[config.mk]
export PLATFORM = sky130hd
export DESIGN_NAME = fast_function_range_and_cal_guard
export DESIGN_NICKNAME = d
export VERILOG_FILES = /design/src/hdl/meter_pkg.sv /design/src/hdl/sec_code_if.sv /design/src/hdl/fast_function_range_and_cal_guard.sv /design/src/hdl/sec_code_check.sv
export SDC_FILE = /design/constraint.sdc
export NUM_CORES = 1
export LEC_CHECK = 0
export BUFFER_PORTS_ARGS = -buffer_cell sky130_fd_sc_hd__buf_2
export CORE_AREA = 2 2 272 167
export CTS_BUF_LIST = sky130_fd_sc_hd__clkbuf_2 sky130_fd_sc_hd__clkbuf_4 sky130_fd_sc_hd__clkbuf_8
export DETAILED_ROUTE_END_ITERATION = 12
export DIE_AREA = 0 0 274 169
export GPL_TIMING_DRIVEN = 0
export PLACE_DENSITY_LB_ADDON = 0.25
export RECOVER_POWER = 100
export SYNTH_ARGS = -nofsm -noshare
export SYNTH_HDL_FRONTEND = slang
export SYNTH_HIERARCHICAL = 1
export SYNTH_SLANG_ARGS = --single-unit
export TNS_END_PERCENT = 5
[constraint.sdc]
create_clock -name clock -period 4.8 [get_ports clock]
set_input_delay 0.24 -clock clock [delete_from_list [all_inputs] [get_ports clock]]
set_output_delay 0.24 -clock clock [all_outputs]
set_load 0.005 [all_outputs]
[src/hdl/meter_pkg.sv]
// constants and types shared by the shortcut command and calibration guard logic
package meter_pkg;

  // measurement functions reachable by the shortcut commands
  typedef enum logic [1:0] {
    DIRECT_VOLTAGE = 2'b00,
    DIRECT_CURRENT = 2'b01,
    TWO_WIRE_OHMS = 2'b10,
    FOUR_WIRE_OHMS = 2'b11
  } func_t;

  // shortcut command kinds
  typedef enum logic [1:0] {
    OP_FUNCTION = 2'b00,
    OP_RANGE = 2'b01,
    OP_IGNORED_A = 2'b10,
    OP_IGNORED_B = 2'b11
  } op_t;

  // calibration targets named by a calibration request
  typedef enum logic [3:0] {
    CAL_DCV = 4'h0,
    CAL_DCI = 4'h1,
    CAL_RES = 4'h2,
    CAL_FOUR_WIRE_OHMS = 4'h3,
    CAL_ACV = 4'h4,
    CAL_ACI = 4'h5,
    CAL_FREQ = 4'h6,
    CAL_PERIOD = 4'h7,
    CAL_CONTINUITY = 4'h8,
    CAL_DIODE = 4'h9,
    CAL_RATIO = 4'hA
  } cal_target_t;

  typedef enum logic [0:0] {
    CAL_IDLE = 1'b0,
    CAL_BUSY = 1'b1
  } cal_state_t;

  // function codes carried in the argument of a function command
  localparam logic [3:0] FUNCTION_CODE_ONE = 4'h1;
  localparam logic [3:0] FUNCTION_CODE_TWO = 4'h2;
  localparam logic [3:0] FUNCTION_CODE_THREE = 4'h3;
  localparam logic [3:0] FUNCTION_CODE_FOUR = 4'h4;

  // range codes; code n selects the nth range of the current function
  localparam logic [2:0] RANGE_CODE_ONE = 3'h1;
  localparam logic [2:0] RANGE_CODE_TWO = 3'h2;
  localparam logic [2:0] RANGE_CODE_THREE = 3'h3;
  localparam logic [2:0] RANGE_CODE_FOUR = 3'h4;
  localparam logic [2:0] RANGE_CODE_FIVE = 3'h5;
  localparam logic [2:0] RANGE_CODE_SIX = 3'h6;
  localparam logic [2:0] RANGE_CODE_SEVEN = 3'h7;

  // highest legal range code per function
  localparam logic [2:0] MAX_RANGE_DCV = RANGE_CODE_FIVE;
  localparam logic [2:0] MAX_RANGE_DCI = RANGE_CODE_FOUR;
  localparam logic [2:0] MAX_RANGE_OHMS = RANGE_CODE_SEVEN;
  localparam logic [2:0] RANGE_100_MOHM = RANGE_CODE_SEVEN;

  // power-on state
  localparam func_t RESET_FUNC = DIRECT_VOLTAGE;
  localparam logic [2:0] RESET_RANGE_DCV = RANGE_CODE_THREE;
  localparam logic [2:0] RESET_RANGE_DCI = RANGE_CODE_THREE;
  localparam logic [2:0] RESET_RANGE_RES = RANGE_CODE_TWO;
  localparam logic [2:0] RESET_RANGE_FOUR_WIRE_OHMS = RANGE_CODE_TWO;

  // security code limits
  localparam int CODE_MAX_LEN = 12;
  localparam logic [3:0] CODE_LEN_LIMIT = 4'hC;
  localparam logic [3:0] CODE_LEN_OVER = 4'hD;

  // error numbers, signed
  localparam logic signed [10:0] ERR_NONE = 11'sh000;
  localparam logic signed [10:0] ERR_OUT_OF_RANGE = -11'sh0DE;
  localparam logic signed [10:0] ERR_CAL_JUMPER = 11'sh2BD;
  localparam logic signed [10:0] ERR_CAL_SECURED = 11'sh2BE;
  localparam logic signed [10:0] ERR_BAD_CODE = 11'sh2BF;
  localparam logic signed [10:0] ERR_CODE_LONG = 11'sh2C0;
  localparam logic signed [10:0] ERR_CAL_ABORT = 11'sh2C1;
  localparam logic signed [10:0] ERR_CAL_VALUE = 11'sh2C2;
  localparam logic signed [10:0] ERR_CAL_SIGNAL = 11'sh2C3;
  localparam logic signed [10:0] ERR_NO_CAL = 11'sh2C5;
  localparam logic signed [10:0] ERR_CKS_BASE = 11'sh2E4;
  localparam logic [3:0] CKS_AREA_LAST = 4'h8;
  localparam logic signed [10:0] ERR_ST_BASE = 11'sh258;
  localparam logic [4:0] ST_FIRST = 5'h02;
  localparam logic [4:0] ST_LAST = 5'h1A;
  localparam logic [4:0] ST_GAP_A = 5'h08;
  localparam logic [4:0] ST_GAP_B = 5'h18;

  // error sources, lower index reported first
  localparam int SRC_JUMPER = 0;
  localparam int SRC_CMD = 1;
  localparam int SRC_CODE = 2;
  localparam int SRC_CAL = 3;
  localparam int SRC_SELFTEST = 4;
  localparam int SRC_CKS = 5;
  localparam int SRC_COUNT = 6;

endpackage : meter_pkg

[src/hdl/sec_code_if.sv]
// security code character stream and its verdict between guard and checker
`timescale 1ns/1ps
interface sec_code_if;
  logic char_valid;
  logic [7:0] char_data;
  logic char_last;
  logic done;
  logic too_long;
  logic bad_form;
  logic match;

  modport guard (output char_valid, output char_data, output char_last,
                 input done, input too_long, input bad_form, input match);
  modport judge (input char_valid, input char_data, input char_last,
                   output done, output too_long, output bad_form, output match);
endinterface : sec_code_if

[src/hdl/fast_function_range_and_cal_guard.sv]
// shortcut function and range decoder with calibration guard and error reporting
`timescale 1ns/1ps
// Notes on behaviour
// - function codes one to four pick voltage, current, two-wire and four-wire ohms
// - shortcuts never select alternating, frequency or period functions
// - voltage ranges 0.1 V to 300 V, current ranges 0.01 A to 3 A
// - ohms range codes one to seven span 100 ohm to 100 megohm by decades
// - a range command changes only the selected function's range
// - reselecting a function brings back the range it last held
// - shortcuts update configuration exactly like the standard sense command
// - security code up to twelve alphanumerics, first a letter
// - code longer than twelve characters is rejected with error 704
// - secure and unsecure need the same code, mismatch gives error 703
// - calibration request while secured is refused with error 702
// - security disabled by jumper reports error 701 after power-on
// - device clear during calibration aborts it with error 705
// - invalid calibration value gives 706, mismatched signal gives 707
// - no calibration for ac current, period, continuity, diode, ratio, 100 megohm: 709
// - each stored calibration area has its own checksum error, 740 to 748
// - each self-test failure reports its own error, 602 to 626, except 608 and 624, which are dropped
module fast_function_range_and_cal_guard (
  // clock and reset
  input wire logic clock,
  input wire logic nrst,
  // shortcut commands
  input wire logic cmd_valid,
  input wire meter_pkg::op_t cmd_op,
  input wire logic [3:0] cmd_arg,
  // security code stream
  input wire logic code_valid,
  input wire logic [7:0] code_char,
  input wire logic code_last,
  input wire logic code_unsecure,
  // calibration
  input wire logic cal_req,
  input wire meter_pkg::cal_target_t cal_target,
  input wire logic cal_value_bad,
  input wire logic cal_signal_bad,
  input wire logic cal_done,
  input wire logic dev_clear,
  // self-test and checksum reports
  input wire logic st_fail_valid,
  input wire logic [4:0] st_fail_num,
  input wire logic cks_fail_valid,
  input wire logic [3:0] cks_area,
  // security jumper pin
  input wire logic sec_jumper_off,
  // configuration
  output meter_pkg::func_t cur_func,
  output logic [2:0] cur_range,
  output logic [11:0] range_all,
  output logic config_update,
  // guard state
  output logic secured,
  output logic cal_busy,
  // error report
  output logic err_valid,
  output logic signed [10:0] err_code
);
  import meter_pkg::*;

  sec_code_if sc ();

  sec_code_check u_check (
    .clock(clock),
    .nrst(nrst),
    .sc(sc.judge)
  );

  func_t func_r, func_nxt;
  logic [2:0] range_r [4];
  logic [2:0] range_nxt [4];
  logic update_r, update_nxt;
  logic cmd_err;
  logic jump_s1_r, jump_s2_r;
  logic jump_seen_r, jump_seen_nxt;
  logic jump_evt;
  logic secured_r, secured_nxt;
  logic unsec_req_r, unsec_req_nxt;
  cal_state_t cal_r, cal_nxt;
  logic cal_evt;
  logic signed [10:0] cal_code;
  logic code_evt;
  logic signed [10:0] code_code;
  logic st_evt;
  logic cks_evt;
  logic [SRC_COUNT-1:0] pend_r, pend_nxt, evt;
  logic signed [10:0] pcode_r [SRC_COUNT];
  logic signed [10:0] pcode_nxt [SRC_COUNT];
  logic signed [10:0] ecode [SRC_COUNT];
  logic err_valid_r, err_valid_nxt;
  logic signed [10:0] err_code_r, err_code_nxt;

  function automatic logic [2:0] max_range(input func_t f);
    unique case (f)
      DIRECT_VOLTAGE: max_range = MAX_RANGE_DCV;
      DIRECT_CURRENT: max_range = MAX_RANGE_DCI;
      TWO_WIRE_OHMS: max_range = MAX_RANGE_OHMS;
      FOUR_WIRE_OHMS: max_range = MAX_RANGE_OHMS;
    endcase
  endfunction : max_range

  function automatic logic st_known(input logic [4:0] n);
    st_known = (n >= ST_FIRST) && (n <= ST_LAST) && (n != ST_GAP_A) && (n != ST_GAP_B);
  endfunction : st_known

  // shortcut decode; each function keeps its own range so reselecting restores it
  always_comb begin
    func_nxt = func_r;
    range_nxt = range_r;
    update_nxt = 1'b0;
    cmd_err = 1'b0;
    if (cmd_valid) begin
      unique case (cmd_op)
        OP_FUNCTION: begin
          // only four codes exist; nothing reaches ac, frequency or period here
          if (cmd_arg >= FUNCTION_CODE_ONE && cmd_arg <= FUNCTION_CODE_FOUR) begin
            func_nxt = func_t'(2'(cmd_arg - FUNCTION_CODE_ONE));
            update_nxt = 1'b1;
          end else begin
            cmd_err = 1'b1;
          end
        end
        OP_RANGE: begin
          if (cmd_arg[3] == 1'b0 && cmd_arg[2:0] >= RANGE_CODE_ONE && cmd_arg[2:0] <= max_range(func_r)) begin
            range_nxt[func_r] = cmd_arg[2:0];
            update_nxt = 1'b1;
          end else begin
            cmd_err = 1'b1;
          end
        end
        OP_IGNORED_A, OP_IGNORED_B: begin
          cmd_err = 1'b0;
        end
      endcase
    end
  end

  always_ff @(posedge clock) begin
    if (!nrst) begin
      func_r <= RESET_FUNC;
      range_r[DIRECT_VOLTAGE] <= RESET_RANGE_DCV;
      range_r[DIRECT_CURRENT] <= RESET_RANGE_DCI;
      range_r[TWO_WIRE_OHMS] <= RESET_RANGE_RES;
      range_r[FOUR_WIRE_OHMS] <= RESET_RANGE_FOUR_WIRE_OHMS;
      update_r <= 1'b0;
    end else begin
      func_r <= func_nxt;
      range_r <= range_nxt;
      update_r <= update_nxt;
    end
  end

  // jumper pin sync; first stage feeds only the second
  always_ff @(posedge clock) begin
    if (!nrst) begin
      jump_s1_r <= 1'b0;
      jump_s2_r <= 1'b0;
    end else begin
      jump_s1_r <= sec_jumper_off;
      jump_s2_r <= jump_s1_r;
    end
  end

  // one warning per reset, once the synced pin shows the jumper
  always_comb begin
    jump_evt = jump_s2_r && !jump_seen_r;
    jump_seen_nxt = jump_seen_r || jump_s2_r;
  end

  always_ff @(posedge clock) begin
    if (!nrst) begin
      jump_seen_r <= 1'b0;
    end else begin
      jump_seen_r <= jump_seen_nxt;
    end
  end

  // code stream forwarded; the mode is held until the verdict returns
  assign sc.char_valid = code_valid;
  assign sc.char_data = code_char;
  assign sc.char_last = code_last;

  // secure state; a jumper overrides it rather than clearing it
  always_comb begin
    secured_nxt = secured_r;
    unsec_req_nxt = unsec_req_r;
    code_evt = 1'b0;
    code_code = ERR_NONE;
    if (code_valid) begin
      unsec_req_nxt = code_unsecure;
    end
    if (sc.done) begin
      if (sc.too_long) begin
        code_evt = 1'b1;
        code_code = ERR_CODE_LONG;
      end else if (sc.bad_form || !sc.match) begin
        code_evt = 1'b1;
        code_code = ERR_BAD_CODE;
      end else begin
        secured_nxt = !unsec_req_r;
      end
    end
  end

  always_ff @(posedge clock) begin
    if (!nrst) begin
      secured_r <= 1'b1;
      unsec_req_r <= 1'b0;
    end else begin
      secured_r <= secured_nxt;
      unsec_req_r <= unsec_req_nxt;
    end
  end

  // calibration sequencer; device clear outranks a same-cycle result
  always_comb begin
    cal_nxt = cal_r;
    cal_evt = 1'b0;
    cal_code = ERR_NONE;
    unique case (cal_r)
      CAL_IDLE: begin
        if (cal_req) begin
          cal_evt = 1'b1;
          if (secured_r && !jump_s2_r) begin
            cal_code = ERR_CAL_SECURED;
          end else if (cal_target == CAL_ACI || cal_target == CAL_PERIOD || cal_target == CAL_CONTINUITY ||
                       cal_target == CAL_DIODE || cal_target == CAL_RATIO ||
                       ((cal_target == CAL_RES) && range_r[TWO_WIRE_OHMS] == RANGE_100_MOHM) ||
                       ((cal_target == CAL_FOUR_WIRE_OHMS) && range_r[FOUR_WIRE_OHMS] == RANGE_100_MOHM)) begin
            cal_code = ERR_NO_CAL;
          end else begin
            cal_evt = 1'b0;
            cal_nxt = CAL_BUSY;
          end
        end
      end
      CAL_BUSY: begin
        if (dev_clear) begin
          cal_evt = 1'b1;
          cal_code = ERR_CAL_ABORT;
          cal_nxt = CAL_IDLE;
        end else if (cal_value_bad) begin
          cal_evt = 1'b1;
          cal_code = ERR_CAL_VALUE;
          cal_nxt = CAL_IDLE;
        end else if (cal_signal_bad) begin
          cal_evt = 1'b1;
          cal_code = ERR_CAL_SIGNAL;
          cal_nxt = CAL_IDLE;
        end else if (cal_done) begin
          cal_nxt = CAL_IDLE;
        end
      end
    endcase
  end

  always_ff @(posedge clock) begin
    if (!nrst) begin
      cal_r <= CAL_IDLE;
    end else begin
      cal_r <= cal_nxt;
    end
  end

  // error sources; unknown numbers and areas are dropped
  assign st_evt = st_fail_valid && st_known(st_fail_num);
  assign cks_evt = cks_fail_valid && (cks_area <= CKS_AREA_LAST);
  always_comb begin
    evt = '0;
    evt[SRC_JUMPER] = jump_evt;
    evt[SRC_CMD] = cmd_err;
    evt[SRC_CODE] = code_evt;
    evt[SRC_CAL] = cal_evt;
    evt[SRC_SELFTEST] = st_evt;
    evt[SRC_CKS] = cks_evt;
    ecode[SRC_JUMPER] = ERR_CAL_JUMPER;
    ecode[SRC_CMD] = ERR_OUT_OF_RANGE;
    ecode[SRC_CODE] = code_code;
    ecode[SRC_CAL] = cal_code;
    ecode[SRC_SELFTEST] = ERR_ST_BASE + 11'(st_fail_num);
    ecode[SRC_CKS] = ERR_CKS_BASE + 11'(cks_area);
  end

  // pending errors drain one per cycle, lowest source first; a new event beats the drain
  always_comb begin
    logic found;
    found = 1'b0;
    pend_nxt = pend_r;
    pcode_nxt = pcode_r;
    err_valid_nxt = 1'b0;
    err_code_nxt = err_code_r;
    for (int i = 0; i < SRC_COUNT; i++) begin
      if (pend_r[i] && !found) begin
        found = 1'b1;
        err_valid_nxt = 1'b1;
        err_code_nxt = pcode_r[i];
        pend_nxt[i] = 1'b0;
      end
      if (evt[i]) begin
        pend_nxt[i] = 1'b1;
        pcode_nxt[i] = ecode[i];
      end
    end
  end

  always_ff @(posedge clock) begin
    if (!nrst) begin
      pend_r <= '0;
      for (int i = 0; i < SRC_COUNT; i++) begin
        pcode_r[i] <= ERR_NONE;
      end
      err_valid_r <= 1'b0;
      err_code_r <= ERR_NONE;
    end else begin
      pend_r <= pend_nxt;
      pcode_r <= pcode_nxt;
      err_valid_r <= err_valid_nxt;
      err_code_r <= err_code_nxt;
    end
  end

  // outputs
  assign cur_func = func_r;
  assign cur_range = range_r[func_r];
  genvar g;
  generate
    for (g = 0; g < 4; g++) begin : g_ranges
      assign range_all[3*g +: 3] = range_r[g];
    end
  endgenerate
  assign config_update = update_r;
  assign secured = secured_r && !jump_s2_r;
  assign cal_busy = (cal_r == CAL_BUSY);
  assign err_valid = err_valid_r;
  assign err_code = err_code_r;
endmodule : fast_function_range_and_cal_guard

[src/hdl/sec_code_check.sv]
// security code form check and comparison against the stored code
`timescale 1ns/1ps
module sec_code_check (
  // clock and reset
  input wire logic clock,
  input wire logic nrst,
  // character stream and verdict
  sec_code_if.judge sc
);
  import meter_pkg::*;

  logic [7:0] stored_r [CODE_MAX_LEN];
  logic [7:0] stored_nxt [CODE_MAX_LEN];
  logic [7:0] new_r [CODE_MAX_LEN];
  logic [7:0] new_nxt [CODE_MAX_LEN];
  logic [3:0] stored_len_r, stored_len_nxt;
  logic [3:0] len_r, len_nxt;
  logic form_bad_r, form_bad_nxt;
  logic differ_r, differ_nxt;
  logic done_r, done_nxt;
  logic too_long_r, too_long_nxt;
  logic bad_form_r, bad_form_nxt;
  logic match_r, match_nxt;

  function automatic logic is_letter(input logic [7:0] c);
    is_letter = (c >= 8'h41 && c <= 8'h5A) || (c >= 8'h61 && c <= 8'h7A);
  endfunction : is_letter

  function automatic logic is_alnum(input logic [7:0] c);
    is_alnum = is_letter(c) || (c >= 8'h30 && c <= 8'h39);
  endfunction : is_alnum

  // streaming compare; length saturates at limit plus one so long codes stay flagged
  always_comb begin
    logic [3:0] len_now;
    logic bad_now;
    logic diff_now;
    len_now = len_r;
    bad_now = form_bad_r;
    diff_now = differ_r;
    stored_nxt = stored_r;
    new_nxt = new_r;
    stored_len_nxt = stored_len_r;
    len_nxt = len_r;
    form_bad_nxt = form_bad_r;
    differ_nxt = differ_r;
    done_nxt = 1'b0;
    too_long_nxt = too_long_r;
    bad_form_nxt = bad_form_r;
    match_nxt = match_r;
    if (sc.char_valid) begin
      if (len_r < CODE_LEN_LIMIT) begin
        new_nxt[len_r] = sc.char_data;
        diff_now = differ_r || (len_r >= stored_len_r) || (stored_r[len_r] != sc.char_data);
        bad_now = form_bad_r || !is_alnum(sc.char_data) || ((len_r == 4'h0) && !is_letter(sc.char_data));
      end
      if (len_r != CODE_LEN_OVER) begin
        len_now = len_r + 4'h1;
      end
      len_nxt = len_now;
      form_bad_nxt = bad_now;
      differ_nxt = diff_now;
      if (sc.char_last) begin
        done_nxt = 1'b1;
        too_long_nxt = (len_now > CODE_LEN_LIMIT);
        bad_form_nxt = bad_now;
        // an empty store takes the first well formed code
        match_nxt = (stored_len_r == 4'h0) || (!diff_now && len_now == stored_len_r);
        if (stored_len_r == 4'h0 && !bad_now && len_now <= CODE_LEN_LIMIT) begin
          stored_nxt = new_nxt;
          stored_len_nxt = len_now;
        end
        len_nxt = 4'h0;
        form_bad_nxt = 1'b0;
        differ_nxt = 1'b0;
      end
    end
  end

  always_ff @(posedge clock) begin
    if (!nrst) begin
      for (int i = 0; i < CODE_MAX_LEN; i++) begin
        stored_r[i] <= 8'h00;
        new_r[i] <= 8'h00;
      end
      stored_len_r <= 4'h0;
      len_r <= 4'h0;
      form_bad_r <= 1'b0;
      differ_r <= 1'b0;
      done_r <= 1'b0;
      too_long_r <= 1'b0;
      bad_form_r <= 1'b0;
      match_r <= 1'b0;
    end else begin
      stored_r <= stored_nxt;
      new_r <= new_nxt;
      stored_len_r <= stored_len_nxt;
      len_r <= len_nxt;
      form_bad_r <= form_bad_nxt;
      differ_r <= differ_nxt;
      done_r <= done_nxt;
      too_long_r <= too_long_nxt;
      bad_form_r <= bad_form_nxt;
      match_r <= match_nxt;
    end
  end

  assign sc.done = done_r;
  assign sc.too_long = too_long_r;
  assign sc.bad_form = bad_form_r;
  assign sc.match = match_r;
endmodule : sec_code_check

==> results.cfg <==
[sta]
finalWorstPathRequiredPeriod_ns = 4.653
post-route-period-util_pct = 96.94
relSlewSlack_pct = -11.76
timing.fmax_mhz = 214.9
tightestPinTransition_ns = 1.634
hold_violations = 0
setup_viol = 0
drv_slew = 7
skew_ns = 0.05314
fin_ws_ns = 0.1467
rsz0062_at_grt = no
setup_tns_ns = 0
holdWs_ns = 0.06395

[clock_network]
root_buffer = clkbuf_8
clk_pin_slew_ns = 0.07
cts_buffers = 45
h-tree-depth = 2
cts_tree = yes
clk_path_buf_depth = 3
cts_sinks = 268
worst_skew_pair.late_latency_ns = 0.61

[placement]
portBuffers = 64
dp_hpwl_um = 34450
dp_cells = 2139
dpl_cell_area_mm2 = 0.01405
globalplace.congestion = 0.9247
place_ws_ns = -0.7912

[power]
p_leak_nw = 6.508
p_total_mw = 5.079
ir_drop_mv = 0.1566
power_density_mw_per_mm2 = 335.4

[grt]
grt_usage_pct = 20.10
grt_overflow = 0
antenna_found_initial = 0
grt_pass1_wl_um = 70120
first_global_vias = 11180
grt_max_degree = 20

[worst_setup_path]
reg2reg_to = u_check/stored_r[8]$_SDFFE_PN0P_
crit_start = u_check/len_r[1]$_SDFFE_PN0P_
r2r_cells = 16
crit_end = u_check/stored_r[8]$_SDFFE_PN0P_
cp_max_fo = 19
cp.arrival_ns = 5.11
cp-start-kind = flop
reg2reg_slack_ns = 0.15
end_kind = flop
worstReg2RegStart = u_check/len_r[1]$_SDFFE_PN0P_
cp.required_ns = 5.26
crit_type = reg2reg

[detailed_routing]
via_per_inst = 5.386
wl_per_cell_um = 21.01
drtIter0Drc = 1338
wirelength_um = 47030
drt-pass1-iter-count = 6
antenna_left = 0
via_count = 12050
post-route-drc-count = 0

[yosys]
yosys_warnings = 6
synthTopCellsByArea = dfxtp_1 (41%), nand2_1 (10%), o211a_1 (7.6%)
ys_async_sr_fraction_pct = 0
syn-instance-count = 1486
seq_area_frac_synth_pct = 41.28
netlist_area_mm2 = 0.01300
syn_nets = 1545
synth_seq_cells = 268
synth_edf_count = 0
yosys_most_used_dff = dfxtp_1
avgSynthCellArea_um2 = 8.747
yosysTopAreaCell = dfxtp_1
synth_top_cell_area_share_pct = 41.28
ys_types = 71

[worst_hold_path]
hold_depth = 3
hp-class = in2reg

[final_layout]
area_growth_pct = 16.51
fin_nets = 1673
finalNonFillerCells = 2238
drive_gt1_share_pct = 11.58
insertedDiodeCount = 0
layout_common_cells = nand2_1 (349), dfxtp_1 (268), clkbuf_1 (122), nand3_1 (114), a21boi_0 (100)
fin_util_pct = 34.42
finalInstanceArea_mm2 = 0.01514
layout_commonest_cell = nand2_1

[die]
rows = 60
io-pin-count = 73
core_region_area_mm2 = 0.04399
initial_core_util_pct = 29.54
chipWidth_um = 274
dieArea_mm2 = 0.04631
die_y_um = 169

[run_status]
status = finished with violations
violations = max-capacitance violations, max-slew violations

[job]
maxCapViolations = 1
sequential cells by signal, summed over array words and instances (netlist names):
register	cells
cur_func	2
u_check/sc.bad_form	1
u_check/stored_r	96
pend_r	6
u_check/differ_r	1
jump_s2_r	1
secured_r	1
u_check/stored_len_r	4
cal_busy	1
pcode_r	24
jump_s1_r	1
err_valid	1
u_check/len_r	4
range_all	12
u_check/sc.match	1
config_update	1
jump_seen_r	1
unsec_req_r	1
u_check/new_r	96
u_check/sc.done	1
err_code	10
u_check/form_bad_r	1
u_check/sc.too_long	1
worst min path at each step:
stage | startpoint | end | slack, ns
2_1_floorplan | cmd_op[1] | config_update$_SDFF_PN0_ | 0.32
3_3_place_gp | pcode_r[40]$_SDFFE_PN0P_ | pcode_r[40]$_SDFFE_PN0P_ | 0.44
3_5_place_dp | pcode_r[40]$_SDFFE_PN0P_ | pcode_r[40]$_SDFFE_PN0P_ | 0.45
4_1_cts | cal_req | pcode_r[27]$_SDFFE_PN0P_ | 0.02
5_1_grt | cal_req | pcode_r[27]$_SDFFE_PN0P_ | 0.05
6_report | cal_req | pcode_r[27]$_SDFFE_PN0P_ | 0.06
cell type report:
cell class / count / area (um2)
Multi-Input combinational cell: 1062 / 6932
Sequential cell: 268 / 5365
Buffer: 131 / 545.5
Fill cell: 4660 / 28850
Clock inverter: 7 / 52.55
Inverter: 24 / 90.09
Timing Repair Buffer: 82 / 464.2
Tap cell: 589 / 737.0
Clock buffer: 75 / 957.2
cells by family after synthesis:
logic type	after synthesis	synth area share, %
and+or+nand+nor	609	21.15
AOI/OAI and AO/OA	329	20.14
DFF	268	41.28
buffers and inverters	156	5.044
muxes	95	9.915
adders and majority gates	18	1.733
xor gates and xnor gates	11	0.7412
report_power, final:
| group | internal, mW | total, mW | switching, mW |
|---|---|---|---|
| logic | 0.167 | 0.476 | 0.309 |
| clock network | 1.26 | 2.27 | 1.00 |
| registers | 2.29 | 2.34 | 0.0484 |
routing by layer:
metal  track usage, %  share of wire, %
met3            5.902                12
met5                0                 0
met4            4.797               1.9
met2            24.73                36
met1            32.60                51
synthesized netlist by cell type, types with 6 or more instances:
library cell  number
o21a_1             7
a22oi_1            6
o21ai_0           20
o31ai_1            6
nand3_1          114
and2_1             9
clkbuf_1          93
o211a_1           99
a21oi_1           46
mux2i_1           68
inv_1             24
nand2_1          349
nor3_1            11
mux4_2            27
nor2_1            48
a31oi_1            7
dfxtp_1          268
buf_2             29
nor2b_1           14
and3_1            20
ha_1              18
xor2_1             6
a21boi_0          99
a211oi_1           6
worst max-delay path: stages (launching register included):
cell,delay (ns)
dfxtp_1,0.45
buf_2,0.40
clkbuf_4,0.44
inv_1,0.19
ha_1,0.22
clkbuf_1,0.33
or3b_1,0.26
buf_2,0.27
nand3_1,0.12
a221o_1,0.37
a21o_1,0.24
nor4_4,0.14
buf_4,0.19
buf_4,0.13
clkbuf_1,0.42
nand3_1,0.18
o211a_1,0.17
timing repair:
action / CTS / global route
gates resized for setup: 0 / 1
pin swaps: 1 / 0
hold buffers: 15 / 0
endpoints found under the setup margin: 100 / 42
endpoints found under the hold margin: 16 / 0
setup buffers: 3 / 0
Note: power is estimated with default switching activity, not from simulation.
